$ cat config.mk
export PLATFORM = sky130hd
export DESIGN_NAME = apc_param_cmd
export DESIGN_NICKNAME = d
export VERILOG_FILES = /design/src/apc_pkg.sv /design/src/apc_mem_if.sv /design/src/apc_param_mem.sv /design/src/apc_param_cmd.sv
export SDC_FILE = /design/constraint.sdc
export NUM_CORES = 1
export LEC_CHECK = 0
export ABC_AREA = 1
export BUFFER_PORTS_ARGS = -buffer_cell sky130_fd_sc_hd__buf_2
export CORE_ASPECT_RATIO = 0.8
export CORE_MARGIN = 2
export CORE_UTILIZATION = 50
export DETAILED_ROUTE_END_ITERATION = 16
export GPL_TIMING_DRIVEN = 1
export PLACE_DENSITY = 0.66
export SLEW_MARGIN = 20
export SYNTH_ARGS = -nofsm -noshare
export SYNTH_HDL_FRONTEND = slang
export SYNTH_HIERARCHICAL = 1
export SYNTH_SLANG_ARGS = --single-unit
$ cat constraint.sdc
create_clock -name mclk_in -period 3.2 [get_ports mclk_in]
set_clock_uncertainty 0.15 [all_clocks]
set_input_delay 0.32 -clock mclk_in [delete_from_list [all_inputs] [get_ports mclk_in]]
set_output_delay 0.32 -clock mclk_in [all_outputs]
set_load 0.02 [all_outputs]
$ cat src/apc_pkg.sv
package apc_pkg;

  // ----------------------------------------
  // Framing bytes and type codes
  // ----------------------------------------
  localparam logic [7:0] FRAME_DELIM   = 8'h7e;
  localparam logic [7:0] ESC_BYTE      = 8'h7d;
  localparam logic [7:0] ESC_XOR       = 8'h20;
  localparam logic [7:0] XON_BYTE      = 8'h11;
  localparam logic [7:0] XOFF_BYTE     = 8'h13;
  localparam logic [7:0] CSUM_GOOD     = 8'hff;
  localparam logic [7:0] TYPE_IMM      = 8'h08;
  localparam logic [7:0] TYPE_QUEUED   = 8'h09;
  localparam logic [7:0] TYPE_CMD_RESP = 8'h88;
  localparam logic [7:0] TYPE_TX_STAT  = 8'h89;
  localparam logic [7:0] TYPE_MODEM    = 8'h8a;
  localparam logic [7:0] MODEM_READY   = 8'h00;

  // ----------------------------------------
  // Response status codes
  // ----------------------------------------
  localparam logic [7:0] ST_OK        = 8'h00;
  localparam logic [7:0] ST_BAD_CMD   = 8'h02;
  localparam logic [7:0] ST_BAD_PARAM = 8'h03;

  // ----------------------------------------
  // Parameter table layout
  // ----------------------------------------
  localparam int          NPARAM       = 8;
  localparam logic [2:0]  LAST_IDX     = 3'h7;
  localparam logic [2:0]  MODE_IDX     = 3'h0;
  localparam logic [15:0] NAME_APPLY   = 16'h4143;
  localparam logic [7:0]  MODE_RST     = 8'h01;
  localparam logic [7:0]  MODE_ESCAPED = 8'h02;
  localparam logic [7:0]  HDR_BYTES    = 8'h04;
  localparam logic [15:0] MIN_LEN      = 16'h0004;
  localparam logic [15:0] ONE_VALUE    = 16'h0005;
  localparam logic [7:0]  RESP_LEN     = 8'h05;
  localparam logic [7:0]  RESP_LEN_VAL = 8'h06;
  localparam logic [7:0]  MODEM_LEN    = 8'h02;

  typedef enum logic [3:0] {
    R_INIT  = 4'h0, R_HUNT  = 4'h1, R_LENH   = 4'h2, R_LENL = 4'h3,
    R_DATA  = 4'h4, R_CSUM  = 4'h5, R_LOOK   = 4'h6, R_RDWAIT = 4'h7,
    R_APPLY = 4'h8, R_RESP  = 4'h9
  } apc_rx_st_t;

  typedef enum logic [2:0] {
    T_IDLE = 3'h0, T_LENH = 3'h1, T_LENL = 3'h2, T_DATA = 3'h3,
    T_CSUM = 3'h4, T_LAST = 3'h5
  } apc_tx_st_t;

  // Name lookup: bit 3 is hit, bits 2:0 the table index
  function automatic logic [3:0] name_lookup(input logic [15:0] nm);
    unique case (nm)
      16'h4150: name_lookup = 4'h8;
      16'h4244: name_lookup = 4'h9;
      16'h4e42: name_lookup = 4'ha;
      16'h5342: name_lookup = 4'hb;
      16'h524f: name_lookup = 4'hc;
      16'h4754: name_lookup = 4'hd;
      16'h4343: name_lookup = 4'he;
      16'h444f: name_lookup = 4'hf;
      default:  name_lookup = 4'h0;
    endcase
  endfunction

  // Value check per parameter
  function automatic logic value_ok(input logic [2:0] idx, input logic [7:0] v);
    value_ok = (idx != MODE_IDX) || (v <= MODE_ESCAPED);
  endfunction

  // Bytes that must be escaped on the wire
  function automatic logic needs_escape(input logic [7:0] b);
    needs_escape = (b == FRAME_DELIM) || (b == ESC_BYTE) ||
                   (b == XON_BYTE) || (b == XOFF_BYTE);
  endfunction

endpackage

$ cat src/apc_mem_if.sv
`timescale 1ns/1ps
interface apc_mem_if;
  logic       wr_en;
  logic [3:0] wr_addr;
  logic [7:0] wr_data;
  logic [3:0] rd_addr;
  logic [7:0] rd_data;

  modport ctrl (output wr_en, output wr_addr, output wr_data, output rd_addr,
                input rd_data);
  modport store (input wr_en, input wr_addr, input wr_data, input rd_addr,
                 output rd_data);
endinterface

$ cat src/apc_param_mem.sv
`timescale 1ns/1ps
module apc_param_mem (
  input  wire logic   mclk_in,
  apc_mem_if.store    mif
);

  // ----------------------------------------
  // Live values 0-7, pending values 8-15
  // ----------------------------------------
  logic [7:0] mem_ff [16];
  logic [7:0] rd_ff;

  // Write port and registered read
  always_ff @(posedge mclk_in) begin
    if (mif.wr_en) begin
      mem_ff[mif.wr_addr] <= mif.wr_data;
    end
    rd_ff <= mem_ff[mif.rd_addr];
  end

  assign mif.rd_data = rd_ff;

endmodule

$ cat src/apc_param_cmd.sv
// Contract
// Type 0x08 frames are local parameter query or set requests.
// Immediate set takes effect once executed, no further frame needed.
// Reference byte zero: execute but send no response.
// Host's reference byte is echoed in the matching response.
// Host names the parameter with two ASCII bytes after the reference.
// Value bytes after the name mean write the parameter.
// No value bytes means read and report the current value.
// Type 0x09 frames hold new values pending.
// Pending values apply on an immediate frame or apply command.
// Reads in queued frames are answered at once.
// Responses to both frame types use type 0x88.
// Transmit status and modem status use their own type codes; the code never sends transmit status, only modem status 0x8A.
// Frame is delimiter, big-endian length, data, checksum.
// Checksum is 0xFF minus data sum; bad frames are ignored.
// Escaped mode escapes 7E 7D 11 13 with 7D and XOR 0x20.
// Bytes before a delimiter dropped; escaped delimiter restarts frame.
// Bad name or value reports error status and changes nothing; immediate frames and apply commands still apply pending values first.
`timescale 1ns/1ps
module apc_param_cmd (
  input  wire logic       mclk_in,
  input  wire logic       sys_rst_in,
  input  wire logic [7:0] rx_data_in,
  input  wire logic       rx_valid_in,
  output logic            rx_ready_out,
  output logic [7:0]      tx_data_out,
  output logic            tx_valid_out,
  input  wire logic       tx_ready_in,
  output logic [7:0]      api_mode_out
);

  apc_mem_if mif ();

  apc_param_mem u_mem (
    .mclk_in (mclk_in),
    .mif     (mif)
  );

  // ----------------------------------------
  // Receive and execute state
  // ----------------------------------------
  apc_pkg::apc_rx_st_t st_ff, nxt_st;
  logic [15:0] len_ff, nxt_len, cnt_ff, nxt_cnt;
  logic [7:0]  sum_ff, nxt_sum, mode_ff, nxt_mode;
  logic [7:0]  buf_ff [5];
  logic [7:0]  nxt_buf [5];
  logic [7:0]  pend_ff, nxt_pend, stat_ff, nxt_stat, val_ff, nxt_val;
  logic [2:0]  k_ff, nxt_k;
  logic        esc_ff, nxt_esc, ph_ff, nxt_ph, applied_ff, nxt_applied;
  logic        hasval_ff, nxt_hasval, modem_ff, nxt_modem;
  logic        go_ff, nxt_go, rdy_ff, nxt_rdy;
  logic        take, esc_mode, is_write;
  logic [7:0]  d;
  logic [3:0]  hit;
  logic [15:0] vlen;
  apc_pkg::apc_tx_st_t tst_ff;

  assign take     = rx_valid_in && rdy_ff;
  assign esc_mode = (mode_ff == apc_pkg::MODE_ESCAPED);
  assign d        = esc_ff ? (rx_data_in ^ apc_pkg::ESC_XOR) : rx_data_in;
  assign hit      = apc_pkg::name_lookup({buf_ff[2], buf_ff[3]});
  assign vlen     = len_ff - apc_pkg::MIN_LEN;
  assign is_write = (vlen != 16'h0000);

  // Frame parse, lookup, apply and response launch
  always_comb begin
    nxt_st = st_ff; nxt_len = len_ff; nxt_cnt = cnt_ff; nxt_sum = sum_ff;
    nxt_mode = mode_ff; nxt_buf = buf_ff; nxt_pend = pend_ff; nxt_stat = stat_ff;
    nxt_val = val_ff; nxt_k = k_ff; nxt_esc = esc_ff; nxt_ph = ph_ff;
    nxt_applied = applied_ff; nxt_hasval = hasval_ff; nxt_modem = modem_ff;
    nxt_go = 1'b0;
    mif.wr_en = 1'b0; mif.wr_addr = 4'h0; mif.wr_data = 8'h00;
    mif.rd_addr = {1'b1, k_ff};
    unique case (st_ff)
      apc_pkg::R_INIT: begin
        mif.wr_en   = 1'b1;
        mif.wr_addr = {1'b0, k_ff};
        mif.wr_data = (k_ff == apc_pkg::MODE_IDX) ? apc_pkg::MODE_RST : 8'h00;
        nxt_k       = k_ff + 3'h1;
        if (k_ff == apc_pkg::LAST_IDX) begin
          nxt_modem = 1'b1;
          nxt_st    = apc_pkg::R_RESP;
        end
      end
      apc_pkg::R_HUNT: begin
        if (take && rx_data_in == apc_pkg::FRAME_DELIM) begin
          nxt_st  = apc_pkg::R_LENH;
          nxt_esc = 1'b0;
        end
      end
      apc_pkg::R_LENH, apc_pkg::R_LENL, apc_pkg::R_DATA, apc_pkg::R_CSUM: begin
        if (take) begin
          if (esc_mode && rx_data_in == apc_pkg::FRAME_DELIM) begin
            nxt_st  = apc_pkg::R_LENH;
            nxt_esc = 1'b0;
          end else if (esc_mode && !esc_ff && rx_data_in == apc_pkg::ESC_BYTE) begin
            nxt_esc = 1'b1;
          end else begin
            nxt_esc = 1'b0;
            unique case (st_ff)
              apc_pkg::R_LENH: begin
                nxt_len[15:8] = d;
                nxt_st        = apc_pkg::R_LENL;
              end
              apc_pkg::R_LENL: begin
                nxt_len[7:0] = d;
                nxt_cnt      = 16'h0000;
                nxt_sum      = 8'h00;
                nxt_st       = ({len_ff[15:8], d} == 16'h0000) ? apc_pkg::R_CSUM
                                                               : apc_pkg::R_DATA;
              end
              apc_pkg::R_DATA: begin
                nxt_sum = sum_ff + d;
                if (cnt_ff < 16'h0005) begin
                  nxt_buf[cnt_ff[2:0]] = d;
                end
                nxt_cnt = cnt_ff + 16'h0001;
                if (cnt_ff == len_ff - 16'h0001) begin
                  nxt_st = apc_pkg::R_CSUM;
                end
              end
              default: begin
                nxt_st      = apc_pkg::R_HUNT;
                nxt_applied = 1'b0;
                nxt_hasval  = 1'b0;
                nxt_modem   = 1'b0;
                if ((sum_ff + d) == apc_pkg::CSUM_GOOD && len_ff >= apc_pkg::MIN_LEN &&
                    (buf_ff[0] == apc_pkg::TYPE_IMM ||
                     buf_ff[0] == apc_pkg::TYPE_QUEUED)) begin
                  nxt_st = apc_pkg::R_LOOK;
                end
              end
            endcase
          end
        end
      end
      apc_pkg::R_LOOK: begin
        nxt_stat = apc_pkg::ST_OK;
        nxt_st   = apc_pkg::R_RESP;
        if (pend_ff != 8'h00 && !applied_ff &&
            (buf_ff[0] == apc_pkg::TYPE_IMM ||
             {buf_ff[2], buf_ff[3]} == apc_pkg::NAME_APPLY)) begin
          nxt_k  = 3'h0;
          nxt_ph = 1'b0;
          nxt_st = apc_pkg::R_APPLY;
        end else if ({buf_ff[2], buf_ff[3]} == apc_pkg::NAME_APPLY) begin
          if (is_write) nxt_stat = apc_pkg::ST_BAD_PARAM;
        end else if (!hit[3]) begin
          nxt_stat = apc_pkg::ST_BAD_CMD;
        end else if (!is_write) begin
          mif.rd_addr = {1'b0, hit[2:0]};
          nxt_st      = apc_pkg::R_RDWAIT;
        end else if (len_ff != apc_pkg::ONE_VALUE ||
                     !apc_pkg::value_ok(hit[2:0], buf_ff[4])) begin
          nxt_stat = apc_pkg::ST_BAD_PARAM;
        end else if (buf_ff[0] == apc_pkg::TYPE_QUEUED) begin
          mif.wr_en              = 1'b1;
          mif.wr_addr            = {1'b1, hit[2:0]};
          mif.wr_data            = buf_ff[4];
          nxt_pend[hit[2:0]]     = 1'b1;
        end else begin
          mif.wr_en   = 1'b1;
          mif.wr_addr = {1'b0, hit[2:0]};
          mif.wr_data = buf_ff[4];
          if (hit[2:0] == apc_pkg::MODE_IDX) nxt_mode = buf_ff[4];
        end
      end
      apc_pkg::R_RDWAIT: begin
        nxt_val    = mif.rd_data;
        nxt_hasval = 1'b1;
        nxt_st     = apc_pkg::R_RESP;
      end
      apc_pkg::R_APPLY: begin
        if (ph_ff) begin
          mif.wr_en     = 1'b1;
          mif.wr_addr   = {1'b0, k_ff};
          mif.wr_data   = mif.rd_data;
          nxt_pend[k_ff] = 1'b0;
          if (k_ff == apc_pkg::MODE_IDX) nxt_mode = mif.rd_data;
          nxt_ph = 1'b0;
        end else if (pend_ff[k_ff]) begin
          nxt_ph = 1'b1;
        end
        if (ph_ff || !pend_ff[k_ff]) begin
          nxt_k = k_ff + 3'h1;
          if (k_ff == apc_pkg::LAST_IDX) begin
            nxt_applied = 1'b1;
            nxt_st      = apc_pkg::R_LOOK;
          end
        end
      end
      apc_pkg::R_RESP: begin
        if (!modem_ff && buf_ff[1] == 8'h00) begin
          nxt_st = apc_pkg::R_HUNT;
        end else if (tst_ff == apc_pkg::T_IDLE) begin
          nxt_go = 1'b1;
          nxt_st = apc_pkg::R_HUNT;
        end
      end
      default: nxt_st = apc_pkg::R_HUNT;
    endcase
    nxt_rdy = (nxt_st == apc_pkg::R_HUNT) || (nxt_st == apc_pkg::R_LENH) ||
              (nxt_st == apc_pkg::R_LENL) || (nxt_st == apc_pkg::R_DATA) ||
              (nxt_st == apc_pkg::R_CSUM);
  end

  // Receive and execute registers
  always_ff @(posedge mclk_in) begin
    if (sys_rst_in) begin
      st_ff <= apc_pkg::R_INIT; len_ff <= 16'h0000; cnt_ff <= 16'h0000;
      sum_ff <= 8'h00; mode_ff <= apc_pkg::MODE_RST; pend_ff <= 8'h00;
      stat_ff <= 8'h00; val_ff <= 8'h00; k_ff <= 3'h0; esc_ff <= 1'b0;
      ph_ff <= 1'b0; applied_ff <= 1'b0; hasval_ff <= 1'b0; modem_ff <= 1'b0;
      go_ff <= 1'b0; rdy_ff <= 1'b0;
      for (int i = 0; i < 5; i++) buf_ff[i] <= 8'h00;
    end else begin
      st_ff <= nxt_st; len_ff <= nxt_len; cnt_ff <= nxt_cnt; sum_ff <= nxt_sum;
      mode_ff <= nxt_mode; pend_ff <= nxt_pend; stat_ff <= nxt_stat;
      val_ff <= nxt_val; k_ff <= nxt_k; esc_ff <= nxt_esc; ph_ff <= nxt_ph;
      applied_ff <= nxt_applied; hasval_ff <= nxt_hasval; modem_ff <= nxt_modem;
      go_ff <= nxt_go; rdy_ff <= nxt_rdy; buf_ff <= nxt_buf;
    end
  end

  // ----------------------------------------
  // Transmit framer
  // ----------------------------------------
  apc_pkg::apc_tx_st_t nxt_tst;
  logic [7:0] tbuf_ff [6];
  logic [7:0] nxt_tbuf [6];
  logic [7:0] tlen_ff, nxt_tlen, tsum_ff, nxt_tsum, tdat_ff, nxt_tdat;
  logic [7:0] epend_ff, nxt_epend, raw;
  logic [2:0] ti_ff, nxt_ti;
  logic       tval_ff, nxt_tval, hasep_ff, nxt_hasep, isdl_ff, nxt_isdl, adv;

  assign adv = !tval_ff || tx_ready_in;

  // Output byte sequencing with escape insertion
  always_comb begin
    nxt_tst = tst_ff; nxt_tbuf = tbuf_ff; nxt_tlen = tlen_ff; nxt_tsum = tsum_ff;
    nxt_tdat = tdat_ff; nxt_epend = epend_ff; nxt_ti = ti_ff; nxt_tval = tval_ff;
    nxt_hasep = hasep_ff; nxt_isdl = isdl_ff;
    raw = 8'h00;
    if (tst_ff == apc_pkg::T_IDLE) begin
      if (go_ff && adv) begin
        if (modem_ff) begin
          nxt_tbuf[0] = apc_pkg::TYPE_MODEM;
          nxt_tbuf[1] = apc_pkg::MODEM_READY;
          nxt_tlen    = apc_pkg::MODEM_LEN;
        end else begin
          nxt_tbuf[0] = apc_pkg::TYPE_CMD_RESP;
          nxt_tbuf[1] = buf_ff[1];
          nxt_tbuf[2] = buf_ff[2];
          nxt_tbuf[3] = buf_ff[3];
          nxt_tbuf[4] = stat_ff;
          nxt_tbuf[5] = val_ff;
          nxt_tlen    = hasval_ff ? apc_pkg::RESP_LEN_VAL : apc_pkg::RESP_LEN;
        end
        nxt_tdat = apc_pkg::FRAME_DELIM;
        nxt_tval = 1'b1;
        nxt_isdl = 1'b1;
        nxt_tsum = 8'h00;
        nxt_ti   = 3'h0;
        nxt_tst  = apc_pkg::T_LENH;
      end else if (adv) begin
        nxt_tval = 1'b0;
      end
    end else if (adv) begin
      nxt_tval = 1'b1;
      nxt_isdl = 1'b0;
      if (hasep_ff) begin
        nxt_tdat  = epend_ff;
        nxt_hasep = 1'b0;
      end else if (tst_ff == apc_pkg::T_LAST) begin
        nxt_tval = 1'b0;
        nxt_tst  = apc_pkg::T_IDLE;
      end else begin
        unique case (tst_ff)
          apc_pkg::T_LENH: begin
            raw     = 8'h00;
            nxt_tst = apc_pkg::T_LENL;
          end
          apc_pkg::T_LENL: begin
            raw     = tlen_ff;
            nxt_tst = apc_pkg::T_DATA;
          end
          apc_pkg::T_DATA: begin
            raw      = tbuf_ff[ti_ff];
            nxt_tsum = tsum_ff + raw;
            nxt_ti   = ti_ff + 3'h1;
            if ({5'h00, ti_ff} == tlen_ff - 8'h01) nxt_tst = apc_pkg::T_CSUM;
          end
          default: begin
            raw     = apc_pkg::CSUM_GOOD - tsum_ff;
            nxt_tst = apc_pkg::T_LAST;
          end
        endcase
        if (mode_ff == apc_pkg::MODE_ESCAPED && apc_pkg::needs_escape(raw)) begin
          nxt_tdat  = apc_pkg::ESC_BYTE;
          nxt_epend = raw ^ apc_pkg::ESC_XOR;
          nxt_hasep = 1'b1;
        end else begin
          nxt_tdat = raw;
        end
      end
    end
  end

  // Transmit registers
  always_ff @(posedge mclk_in) begin
    if (sys_rst_in) begin
      tst_ff <= apc_pkg::T_IDLE; tlen_ff <= 8'h00; tsum_ff <= 8'h00;
      tdat_ff <= 8'h00; epend_ff <= 8'h00; ti_ff <= 3'h0; tval_ff <= 1'b0;
      hasep_ff <= 1'b0; isdl_ff <= 1'b0;
      for (int i = 0; i < 6; i++) tbuf_ff[i] <= 8'h00;
    end else begin
      tst_ff <= nxt_tst; tlen_ff <= nxt_tlen; tsum_ff <= nxt_tsum;
      tdat_ff <= nxt_tdat; epend_ff <= nxt_epend; ti_ff <= nxt_ti;
      tval_ff <= nxt_tval; hasep_ff <= nxt_hasep; isdl_ff <= nxt_isdl;
      tbuf_ff <= nxt_tbuf;
    end
  end

  assign rx_ready_out = rdy_ff;
  assign tx_data_out  = tdat_ff;
  assign tx_valid_out = tval_ff;
  assign api_mode_out = mode_ff;
endmodule

==> summary.md, run 1 <==
| Metric | Value |
|---|---|
| Outcome | `finished clean` |
| Routed WL | `46.9 mm` |
| Setup-failing EPs final | `0` |
| Relative slew margins | `0.337` |
| Post-route ant nets | `0` |
| Synth Area in Compound Gates | `0.120` |
| Pint | `around 7200 uW` |
| Grt ovf | `0` |
| CP bufs+invs | `2` |
| Drt first-iter violations | `about 1,800` |
| Register share of total power | `0.461` |
| Hpwl dp | `between 30 and 40 mm` |
| Layout cell share with drive strength beyond 1 | `0.103` |
| Routed len/inst | `around 17 um` |
| Gpl congestion | `between 0.9 and 1` |
| Synth Area in Adders | `0.0211` |
| Via Count | `14,958` |
| Syn Inst Count | `2,202` |
| Cell Count, Final, Fillers Out | `about 2,700` |
| Vias in the first global route | `roughly 14,000` |
| Leak | `around 0.008 uW` |
| First-pass GRT wire length | `75.2 mm` |
| Fin crit period | `between 3 and 4 ns` |
| Sum Neg Setup Slack | `0 ns` |
| Sw Share | `0.265` |
| Clk Latency, worst-skew pair | `about 0.54 ns` |
| Synth area leaders | `dfxtp_1 (24%), edfxtp_1 (23%), nand2_1 (12%), nand3_1 (6.8%), inv_1 (6.5%)` |
| DIE WIDTH | `about 210 um` |
| Power, Total | `just under 10,000 uW` |
| DRT Pass-1 Iters | `6` |
| Root Buffer | `clkbuf_16` |
| Largest family of logic cells by synthesized area | `simple AND/OR/NAND/NOR gates` |
| CP Launch Type | `register` |
| # diodes | `0` |
| Final Hold Vio Count | `0` |
| Post-Syn Nets | `between 2,000 and 2,500` |
| Required @ worst endpoint | `between 3 and 4 ns` |
| Worst VDD drop | `between 0.3 and 0.4 mV` |
| Proportion of synthesized area in mux cells | `0` |
| TritonCTS Buffers | `36` |
| Crit-path slowest cell | `dfxtp_1` |
| Slowest Stage Delay on Critical Path | `approximately 0.36 ns` |
| RSZ-0062 raised after global routing | `false` |
| Cell Chain, Critical Path | `nor2_1 > nand3_1 > nor3_1 > nor2_1 > nand2_2 > nand2_1 > nor3_1 > nand2_1 > nor2_1 > nand3b_1 > buf_4 > nor2_1 > buf_4` |
| Largest net degree at the start of global routing | `slightly above 80` |
| Die ar. | `between 0.03 and 0.04 sq mm` |
| Slew Limit Fails | `0` |
| Routed vias/inst | `about 5.5` |
| FMAX | `approximately 0.33 GHz` |
| Max-cap violation count | `0` |
| Clock Sinks | `327` |
| Top-area cell type share of the netlist area | `0.238` |
| Post-synth EDFFs | `128` |
| Comb pwr share | `0.116` |
| Post-synthesis sequential area ratio | `0.469` |
| CP Class | `reg2reg` |
| Hold WC Path Type | `in2reg` |
| IO Count | `30` |
| Clk buf depth | `3` |
| Clk slew on worst S/H paths | `about 0.06 ns` |
| CP Max Fanout | `8` |
| Crit. End Element | `register` |
| Final #Nets | `2,297` |
| XOR/XNOR share of the synthesized area | `0.0129` |
| Drt drc | `0` |
| Slew at the pin closest to its max-slew limit | `approximately 0.99 ns` |
| Syn avg cell area | `~7.6 sq um` |
| Post-synth ARST share | `0` |
| Initial antenna violation count | `1` |
| Placed instance count | `2,646` |
| Core footprint | `0.0327 sq mm` |
| Simple-gate area share of the yosys netlist | `0.283` |
| Starting Density | `0.511` |
| CP dominant cell by count | `nor2_1` |
| Die height | `between 150 and 200 um` |
| CP arrival | `roughly 3.2 ns` |
| Commonest cells after routing, fill and taps aside | `nand2_1 (524), inv_1 (289), nand3_1 (225)` |
| Top FF cell, synth | `dfxtp_1` |
| Synth warn | `6` |
| IO buf count | `29` |
| Post-synthesis cell area | `approximately 0.017 sq mm` |
| Row count | `59` |
| CP top delay family | `simple AND/OR/NAND/NOR gates` |
| Clock Power Share | `0.423` |
| H-tree depth | `2` |
| Power density cells | `523 mW/mm^2` |
| Most common cell after layout, fill and taps aside | `nand2_1` |
| Layout area overhead | `12.4%` |
| Count of cell types in the netlist | `60` |
| Period utilisation layout | `0.958` |
| P_sw | `between 2000 and 3000 uW` |
| Area leader, netlist | `dfxtp_1` |
| GRT Total Usage | `0.269` |
| CTS tree | `built` |
| Synth Register Bits | `327` |
-- repair_timing --
item | 4_1_cts | 5_1_grt
buffers inserted | 0 | 0
pin swaps | 0 | 1
endpoints found under the hold margin | 1 | 0
gates resized for setup | 1 | 19
hold buffers | 1 | 0
setup endpoints to repair | 8 | 138
-- routing by layer --
| metal | global-route usage | routed length (um) |
|---|---|---|
| met1 | 0.424 | 23200 |
| met2 | 0.366 | 18400 |
| met3 | 0.0653 | 4610 |
| met4 | 0.0622 | 767 |
| met5 | 0 | 0 |
-- worst min-delay path, cell delays in order --
cell and delay, ns:
buf_2 0.07, nor2_1 0.06, inv_1 0.12, a21oi_1 0.08
-- cells in the mapped netlist, drive strengths merged (5+ instances only) --
library cell / number
a211oi: 11
a21oi: 162
a31o: 5
buf: 45
clkbuf: 34
dfxtp: 199
edfxtp: 128
ha: 25
inv: 302
nand2: 539
nand3: 231
nand3b: 9
nand4: 29
nor2: 215
nor3: 32
nor4: 10
o211ai: 5
o21ai: 144
o22ai: 17
or2: 7
xor2: 19
-- logic make-up after synthesis --
logic type               count (synthesis)
AO/OA/AOI/OAI                          363
flip-flops                             327
buffers and inverters                  385
AND/OR/NAND/NOR                       1077
adder cells (fa/ha/maj)                 27
XOR/XNOR                                23
-- cell type report --
class,instances,area (sq um)
Fill cell,3014,13900
Sequential cell,327,7830
Multi-Input combinational cell,1490,7370
Inverter,306,1150
Clock buffer,56,1090
Timing Repair Buffer,97,699
Tap cell,427,534
Clock inverter,9,96.3
-- flip-flops by register name, summed over array words and instances, names as in the netlist, 2 cells and up, named ones only --
register           flops
u_mem/mem_ff         128
buf_ff                40
tbuf_ff               36
cnt_ff                16
len_ff                16
api_mode_out           8
epend_ff               8
pend_ff                8
sum_ff                 8
tsum_ff                8
tx_data_out            8
u_mem/mif.rd_data      8
val_ff                 8
st_ff                  4
k_ff                   3
ti_ff                  3
tlen_ff                3
stat_ff                2
tst_ff                 2
-- per-stage QoR --
| step | setup slack, ns | area [sq um] | hold slack, ns | utilization |
|---|---|---|---|---|
| 3_3_place_gp | 0.125 | 17500 | 0.294 | 0.536 |
| 5_1_grt | 0.00284 | 18800 | 0.0424 | 0.574 |
| 4_1_cts | 0.0593 | 18700 | 0.0118 | 0.572 |
| 6_report | 0.134 | 18800 | 0.0184 | 0.574 |
| 2_1_floorplan | 0.463 | 16700 | 0.280 | - |
| 3_5_place_dp | 0.00940 | 17500 | 0.295 | 0.536 |
-- worst paths after layout --
| check | from | end | slack, ns | cells past startpoint |
|---|---|---|---|---|
| max | len_ff[6]$_SDFFE_PP0P_ | u_mem/mem_ff[9][1]$_DFFE_PP_ | 0.13 | 13 |
| min | tx_ready_in | tx_valid_out$_SDFFE_PP0P_ | 0.02 | 4 |
| max reg2reg | len_ff[6]$_SDFFE_PP0P_ | u_mem/mem_ff[9][1]$_DFFE_PP_ | 0.13 | 13 |
| min reg2reg | epend_ff[2]$_SDFFE_PP0P_ | epend_ff[2]$_SDFFE_PP0P_ | 0.31 | 2 |
-- power by group through the flow --
| stage | Sequential [uW] | Combinational (uW) | Clock (uW) |
|---|---|---|---|
| floorplan | 4620 | 733 | 0 |
| global placement | 4610 | 1100 | 0 |
| detailed placement | 4610 | 1110 | 0 |
| CTS | 4520 | 1110 | 4210 |
| global route | 4540 | 1260 | 4380 |
| finish | 4530 | 1140 | 4160 |
No activity file was read; power rests on OpenSTA's default activity.
==> run 2, diff against run 1 <==
- SYNTH_HIERARCHICAL: 1 -> not set
==> run 2 against run 1 <==
Compared with the run above: fmax is 3.6% higher; die area fell by 1.4%; register-to-register slack improved by 0.11 ns; sequential power about the same; largest power group unchanged; count of clock-buffer cells in the layout decreased by 3; worst setup slack improved by 0.11 ns; global-route usage is essentially flat; total power fell by 1.1%; synthesized area fell by 1.4%.
==> summary.md, run 2 <==
| Metric | Value |
|---|---|
| Outcome | `finished clean` |
| CP Max Fanout | `8 (unchanged)` |
| Vias in the first global route | `13,311 (-2.5%)` |
| Proportion of synthesized area in mux cells | `0 (unchanged)` |
| GRT Total Usage | `0.269 (about the same)` |
| CP Class | `reg2reg` |
| Top FF cell, synth | `dfxtp_1` |
| Util after Layout | `0.568 (-0.00575)` |
| Initial antenna violation count | `0 (-1)` |
| Simple-gate area share of the yosys netlist | `0.273 (-0.00998)` |
| Area leader, netlist | `dfxtp_1` |
| Setup-failing EPs final | `0 (unchanged)` |
| Largest net degree at the start of global routing | `65 (-21%)` |
| CP bufs+invs | `4 (+2)` |
| Min Hold Slack | `0.0547 ns (+0.0363 ns)` |
| TritonCTS Buffers | `36 (unchanged)` |
| Syn Inst Count | `2,129 (-3.3%)` |
| Sum Neg Setup Slack | `0 ns (unchanged)` |
| XOR/XNOR share of the synthesized area | `0.0165 (+0.00360)` |
| Synth warn | `0 (-6)` |
| Synth Register Bits | `327 (unchanged)` |
| Cell Chain, Critical Path | `nor2_2 > nand2_1 > nor2_4 > nand2_1 > nand2_1 > nand2_1 > nor2_4 > nand3_2 > inv_1 > nor2_1 > nand4_1 > buf_4 > o22ai_2 > inv_1 > nand3_1 > nor2_1 > buf_4` |
| Via Count | `14,441 (-3.5%)` |
| Post-Syn Nets | `2,168 (-3.3%)` |
| DRT Pass-1 Iters | `6 (unchanged)` |
| Post-synth ARST share | `0 (unchanged)` |
| Required @ worst endpoint | `3.28 ns (about the same)` |
| Crit-path slowest cell | `dfxtp_1` |
| Commonest cells after routing, fill and taps aside | `nand2_1 (415), nor2_1 (251), inv_1 (244)` |
| IO buf count | `29 (unchanged)` |
| Slowest Stage Delay on Critical Path | `0.35 ns (about the same)` |
| H-tree depth | `2 (unchanged)` |
| Clk slew on worst S/H paths | `0.06 ns (about the same)` |
| Hpwl dp | `33.3 mm (-1.2%)` |
| Most common cell after layout, fill and taps aside | `nand2_1` |
| Row count | `59 (unchanged)` |
| Hold WC Path Type | `in2reg` |
| Post-synthesis cell area | `0.0165 sq mm (-1.4%)` |
| FMAX | `0.338 GHz (+3.6%)` |
| Die height | `166 um (-0.68%)` |
| CP Launch Type | `register` |
| Count of cell types in the netlist | `59 (-1.7%)` |
| Root Buffer | `clkbuf_16` |
| Clock Sinks | `327 (unchanged)` |
| Clk Latency, worst-skew pair | `0.53 ns (about the same)` |
| Routed len/inst | `17.5 um (+1.1%)` |
| Top-area cell type share of the netlist area | `0.242 (+0.00337)` |
| DIE WIDTH | `207 um (-0.68%)` |
| CP top delay family | `simple AND/OR/NAND/NOR gates` |
| Slew Limit Fails | `0 (unchanged)` |
| Final #Nets | `2,222 (-3.3%)` |
| Gpl congestion | `0.907 (-5.2%)` |
| Top Registers | `u_mem.mem_ff (128), buf_ff (40), tbuf_ff (36)` |
| Worst VDD drop | `0.362 mV (+17%)` |
| Routed vias/inst | `5.47 (-0.75%)` |
| # diodes | `0 (unchanged)` |
| Final Hold Vio Count | `0 (unchanged)` |
| CTS tree | `built` |
| Slew at the pin closest to its max-slew limit | `0.709 ns (-0.285 ns)` |
| Power density cells | `526 mW/mm^2 (+0.55%)` |
| Fin crit period | `2.96 ns (-0.106 ns)` |
| Largest family of logic cells by synthesized area | `simple AND/OR/NAND/NOR gates` |
| Grt ovf | `0 (unchanged)` |
| Drt first-iter violations | `1,620 (-9.6%)` |
| Post-synthesis sequential area ratio | `0.475 (+0.00662)` |
| Starting Density | `0.507 (-0.00368)` |
| Post-synth EDFFs | `128 (unchanged)` |
| Syn avg cell area | `7.74 sq um (+2.0%)` |
| Die ar. | `0.0344 sq mm (-1.4%)` |
| Largest register by flop count | `u_mem.mem_ff` |
| Fill count | `3,036 (+0.73%)` |
| CP arrival | `3.04 ns (-0.11 ns)` |
| Top-count cell post-synth | `nand2_1` |
| Clk buf depth | `3 (unchanged)` |
| Core footprint | `0.0325 sq mm (-0.68%)` |
| Max reg flops | `128 (unchanged)` |
| Layout area overhead | `12.1%` |
| Max-cap violation count | `0 (unchanged)` |
| Crit. End Element | `register` |
| Synth Area in Adders | `0.0214 (+0.000298)` |
| Leak | `0.00798 uW (-0.10%)` |
| First-pass GRT wire length | `72.9 mm (-3.1%)` |
| Synth area leaders | `dfxtp_1 (24%), edfxtp_1 (23%), nand2_1 (9.5%), nand3_1 (6.9%), nor2_1 (5.8%)` |
| Synth Area in Compound Gates | `0.125 (+0.00504)` |
| Top post-synthesis cells by count | `nand2_1 (418), nor2_1 (253), inv_1 (245)` |
| Post-route ant nets | `0 (unchanged)` |
| Routed WL | `46.2 mm (-1.7%)` |
| CP dominant cell by count | `nand2_1` |
| Relative slew margins | `0.523 (+0.186)` |
| Period utilisation layout | `0.925 (-0.0331)` |
| Drt drc | `0 (unchanged)` |
| IO Count | `30 (unchanged)` |
| Layout cell share with drive strength beyond 1 | `0.103 (-0.000162)` |
## run 2: final timing paths
path / to / slack (ns) / cells past startpoint / startpoint
setup / recovery: u_mem.mem_ff[8][0]$_DFFE_PP_ / 0.24 / 17 / len_ff[5]$_SDFFE_PP0P_
setup reg to reg: u_mem.mem_ff[8][0]$_DFFE_PP_ / 0.24 / 17 / len_ff[5]$_SDFFE_PP0P_
hold / removal: st_ff[2]$_SDFF_PP0_ / 0.05 / 2 / sys_rst_in
hold reg to reg: buf_ff[35]$_SDFFE_PP0P_ / 0.30 / 2 / buf_ff[35]$_SDFFE_PP0P_
## run 2: cell type report
type,count,area [sq um],area share
Tap cell,427,534,0.0289
Sequential cell,327,7830,0.424
Clock inverter,13,81.3,0.00441
Clock buffer,53,1040,0.0561
Multi-Input combinational cell,1453,7240,0.392
Timing Repair Buffer,101,751,0.0407
Inverter,264,992,0.0537
## run 2: through the flow
stage                     cell area (sq um)  power, uW  worst slack [ns]  std cells
final                                 18500       9710             0.240       2638
after global routing                  18500      10100         -0.000124       2638
after CTS                             18400       9710            0.0908       2634
after detailed placement              17200       5800             0.111       2567
after global placement                17200       5780             0.187       2567
after floorplan                       16500       5390             0.257       2129
## run 2: per-layer routing
| metal | wire (um) | global-route usage | up-vias |
|---|---|---|---|
| met4 | 671 | 0.0540 | 0 |
| met3 | 3900 | 0.0614 | 50 |
| met2 | 19100 | 0.383 | 486 |
| li1 | - | - | 7180 |
| met1 | 22500 | 0.416 | 6725 |
| met5 | 0 | 0 | - |
## run 2: logic make-up after synthesis
group / Yosys count
fa+ha+maj: 27
buf+inv: 349
simple gates: 1019
xor+xnor: 31
compound gates: 376
flops: 327
## run 2: power breakdown
part	leakage (uW)	switching [uW]	internal [uW]
clock	0.000552	1700	2260
sequential	0.00265	102	4450
combinational	0.00478	838	354
total	0.00798	2640	7070
## run 2: repair_timing
| item | CTS | global route |
|---|---|---|
| hold endpoints to repair | 1 | 0 |
| hold buffers | 1 | 0 |
| gates resized for setup | 0 | 13 |
| endpoints found under the setup margin | 0 | 138 |
| setup buffers | 0 | 4 |
## run 2: worst register-to-register path: cells and delay by family, from the launching register on
family | cells | cell delay, ns
simple gates | 12 | 1.42
buf+inv | 4 | 0.61
flops | 1 | 0.35
compound gates | 1 | 0.13
==> run 3, diff against run 2 <==
- CORE_UTILIZATION: 50 -> 33
- PLACE_DENSITY: 0.66 -> 0.47
==> run 3 against run 2 <==
Compared with the run above: critical path type unchanged; wire length grew 10%; sequential cell count unchanged; worst hold slack better by 0.033 ns; non-clock buffer count up 19; register-to-register slack got worse by 0.15 ns; critical path depth is 1 lower; sequential power is essentially flat; via count down 0.41%; total power is 3.1% higher; critical endpoint is now u_mem.mem_ff[12][3]$_DFFE_PP_; count of clock-buffer cells in the layout grew 5; combinational power rose by 3%.
==> summary.md, run 3 (same netlist as run 2, synthesis figures left out) <==
| Metric | Value |
|---|---|
| Hpwl dp | `36.5 mm (+9.7%)` |
| Commonest cells after routing, fill and taps aside | `nand2_1 (416), nor2_1 (250), inv_1 (244)` |
| Layout area overhead | `15.3%` |
| Register share of total power | `0.453 (-0.016)` |
| Routed WL | `50.9 mm (+10%)` |
| CP bufs+invs | `5 (+1)` |
| Slew at the pin closest to its max-slew limit | `0.569 ns (-0.140 ns)` |
| CP top delay family | `simple AND/OR/NAND/NOR gates` |
| Setup-failing EPs final | `0 (unchanged)` |
| Starting Density | `0.333 (-0.174)` |
| IO Count | `30 (unchanged)` |
| Largest net degree at the start of global routing | `49 (-25%)` |
| CP Class | `reg2reg` |
| Max-cap violation count | `0 (unchanged)` |
| Grt ovf | `0 (unchanged)` |
| Hold path depth | `3 (+1)` |
| GRT Total Usage | `0.197 (-0.0718)` |
| H-tree depth | `2 (unchanged)` |
| Placed instance count | `2,830 (+10%)` |
| Worst VDD drop | `0.268 mV (-26%)` |
| Slew Limit Fails | `0 (unchanged)` |
| Period utilisation layout | `0.972 (+0.0469)` |
| Final Hold Vio Count | `0 (unchanged)` |
| Row count | `73 (+24%)` |
| # diodes | `0 (unchanged)` |
| Drt first-iter violations | `1,212 (-25%)` |
| CTS tree | `built` |
| FF-to-FF setup slack | `0.09 ns (-0.15 ns)` |
| Initial antenna violation count | `1 (+1)` |
| Cell Count, Final, Fillers Out | `2,908 (+10%)` |
| P_sw | `2700 uW (+2.3%)` |
| Most common cell after layout, fill and taps aside | `nand2_1` |
| Core footprint | `0.0495 sq mm (+52%)` |
| Outcome | `finished clean` |
| Min Hold Slack | `0.0880 ns (+0.0334 ns)` |
| Clk buf depth | `3 (unchanged)` |
| DRT Pass-1 Iters | `6 (unchanged)` |
| Gpl congestion | `0.896 (-1.2%)` |
| TritonCTS Buffers | `38 (+5.6%)` |
| Required @ worst endpoint | `3.32 ns (+0.04 ns)` |
| Multi-input logic area | `0.00724 sq mm (unchanged)` |
| Routed len/inst | `17.5 um (about the same)` |
| Fill count | `5,197 (+71%)` |
| Leak | `0.00810 uW (+1.5%)` |
| Setup ws final | `0.0902 ns (-0.150 ns)` |
| Cells on worst reg2reg path | `16 (-1)` |
| Relative slew margins | `0.617 (+0.0939)` |
| CP Max Fanout | `8 (unchanged)` |
| Hold path startpoint | `rx_data_in[2]` |
| Clk Latency, worst-skew pair | `0.57 ns (+0.04 ns)` |
| Final #Nets | `2,243 (+0.95%)` |
| Top Registers | `u_mem.mem_ff (128), buf_ff (40), tbuf_ff (36)` |
| Clk slew on worst S/H paths | `0.06 ns (about the same)` |
| Die ar. | `0.0517 sq mm (+50%)` |
| Critical R2R Capture | `u_mem.mem_ff[12][3]$_DFFE_PP_` |
| FMAX | `0.322 GHz (-4.8%)` |
| Sw Share | `0.270 (-0.00212)` |
| Root Buffer | `clkbuf_16` |
| Fin crit period | `3.11 ns (+0.150 ns)` |
| Clock Sinks | `327 (unchanged)` |
| Crit-path slowest cell | `dfxtp_1` |
| Reg-to-Reg Start | `len_ff[2]$_SDFFE_PP0P_` |
| Power density cells | `527 mW/mm^2 (+0.18%)` |
| Power, Total | `10,000 uW (+3.1%)` |
| Hold endpoint | `buf_ff[26]$_SDFFE_PP0P_` |
| Largest register by flop count | `u_mem.mem_ff` |
| Crit. End Element | `register` |
| Post-route ant nets | `0 (unchanged)` |
| Comb pwr share | `0.123 (about the same)` |
| DIE WIDTH | `254 um (+23%)` |
| Clock Power Share | `0.425 (+0.017)` |
| Drt drc | `0 (unchanged)` |
| CP arrival | `3.23 ns (+0.19 ns)` |
| Slowest Stage Delay on Critical Path | `0.35 ns (about the same)` |
| Layout cell share with drive strength beyond 1 | `0.110 (+0.00660)` |
| Cell Chain, Critical Path | `nor2_4 > nand2_1 > nor2_1 > inv_1 > nand2_1 > inv_1 > nor2_2 > nand3_2 > inv_1 > nor2_1 > nand4_1 > o22ai_2 > inv_1 > nand3_1 > nor2_1 > buf_4` |
| CP dominant cell by count | `inv_1` |
| Max reg flops | `128 (unchanged)` |
| Via Count | `14,382 (-0.41%)` |
| First-pass GRT wire length | `78.6 mm (+7.9%)` |
| Vias in the first global route | `13,404 (+0.70%)` |
| Sum Neg Setup Slack | `0 ns (unchanged)` |
| Pint | `7310 uW (+3.4%)` |
| Die height | `204 um (+23%)` |
| IO buf count | `29 (unchanged)` |
| CP Launch Type | `register` |
| Hold WC Path Type | `in2reg` |
| Routed vias/inst | `4.95 (-9.7%)` |
| Pre-CTS WS | `0.0668 ns (-0.0447 ns)` |
| Register area | `0.00783 sq mm (about the same)` |
## run 3: changes by cell type in the layout (fill, tap and decap cells not counted), sizes merged
cell	previous run	this run
dlygate4sd3	1	3
bufinv	0	1
buf	100	117
inv	261	258
clkinvlp	1	0
clkinv	15	16
clkbuf	53	58
## run 3: routing by layer
metal	up-vias	share of wire	global-route usage	wire length (um)
li1	7228	-	-	-
met1	6723	0.52	0.305	26600
met2	355	0.40	0.276	20200
met3	76	0.058	0.0350	2960
met4	0	0.022	0.0582	1140
met5	-	0	0	0
## run 3: per-stage QoR
step | util | cell area, sq um
after floorplan | - | 16500
after global placement | 0.356 | 17600
after detailed placement | 0.356 | 17600
after CTS | 0.381 | 18900
after global routing | 0.384 | 19000
final | 0.384 | 19000
## run 3: power groups by stage
stage	clock network (uW)	logic, uW	registers (uW)
floorplan	0	752	4630
global placement	0	1200	4620
detailed placement	0	1210	4620
CTS	4360	1210	4530
global route	4540	1370	4540
finish	4250	1230	4530
## run 3: worst reg2reg max path: stages, from the launching register on
cell and delay [ns]:
dfxtp_1 0.35, nor2_4 0.19, nand2_1 0.12, nor2_1 0.14
inv_1 0.05, nand2_1 0.05, inv_1 0.05, nor2_2 0.24
nand3_2 0.17, inv_1 0.14, nor2_1 0.07, nand4_1 0.26
o22ai_2 0.19, inv_1 0.11, nand3_1 0.19, nor2_1 0.14
buf_4 0.21
## run 3: worst max-delay path by stage
stage	startpoint	to	cells after the start
2_1_floorplan	len_ff[2]$_SDFFE_PP0P_	u_mem.mem_ff[4][0]$_DFFE_PP_	16
3_3_place_gp	buf_ff[14]$_SDFFE_PP0P_	u_mem.mem_ff[2][6]$_DFFE_PP_	13
3_5_place_dp	buf_ff[14]$_SDFFE_PP0P_	u_mem.mem_ff[10][6]$_DFFE_PP_	13
4_1_cts	buf_ff[14]$_SDFFE_PP0P_	u_mem.mem_ff[6][2]$_DFFE_PP_	13
5_1_grt	buf_ff[14]$_SDFFE_PP0P_	u_mem.mem_ff[6][6]$_DFFE_PP_	13
6_report	len_ff[2]$_SDFFE_PP0P_	u_mem.mem_ff[12][3]$_DFFE_PP_	16
## run 3: timing repair
action / 4_1_cts / 5_1_grt
setup endpoints to repair: 0 / 136
resized for setup: 0 / 14
hold buffers: 3 / 0
buffers inserted: 0 / 6
endpoints found under the hold margin: 4 / 0
## run 3: final cells by class
class	instances	share of cell area
tap	675	0.0445
timing repair buffer	120	0.0464
clock buffer	58	0.0583
sequential	327	0.412
multi-input combinational	1453	0.381
inverter	264	0.0522
clock inverter	11	0.00534
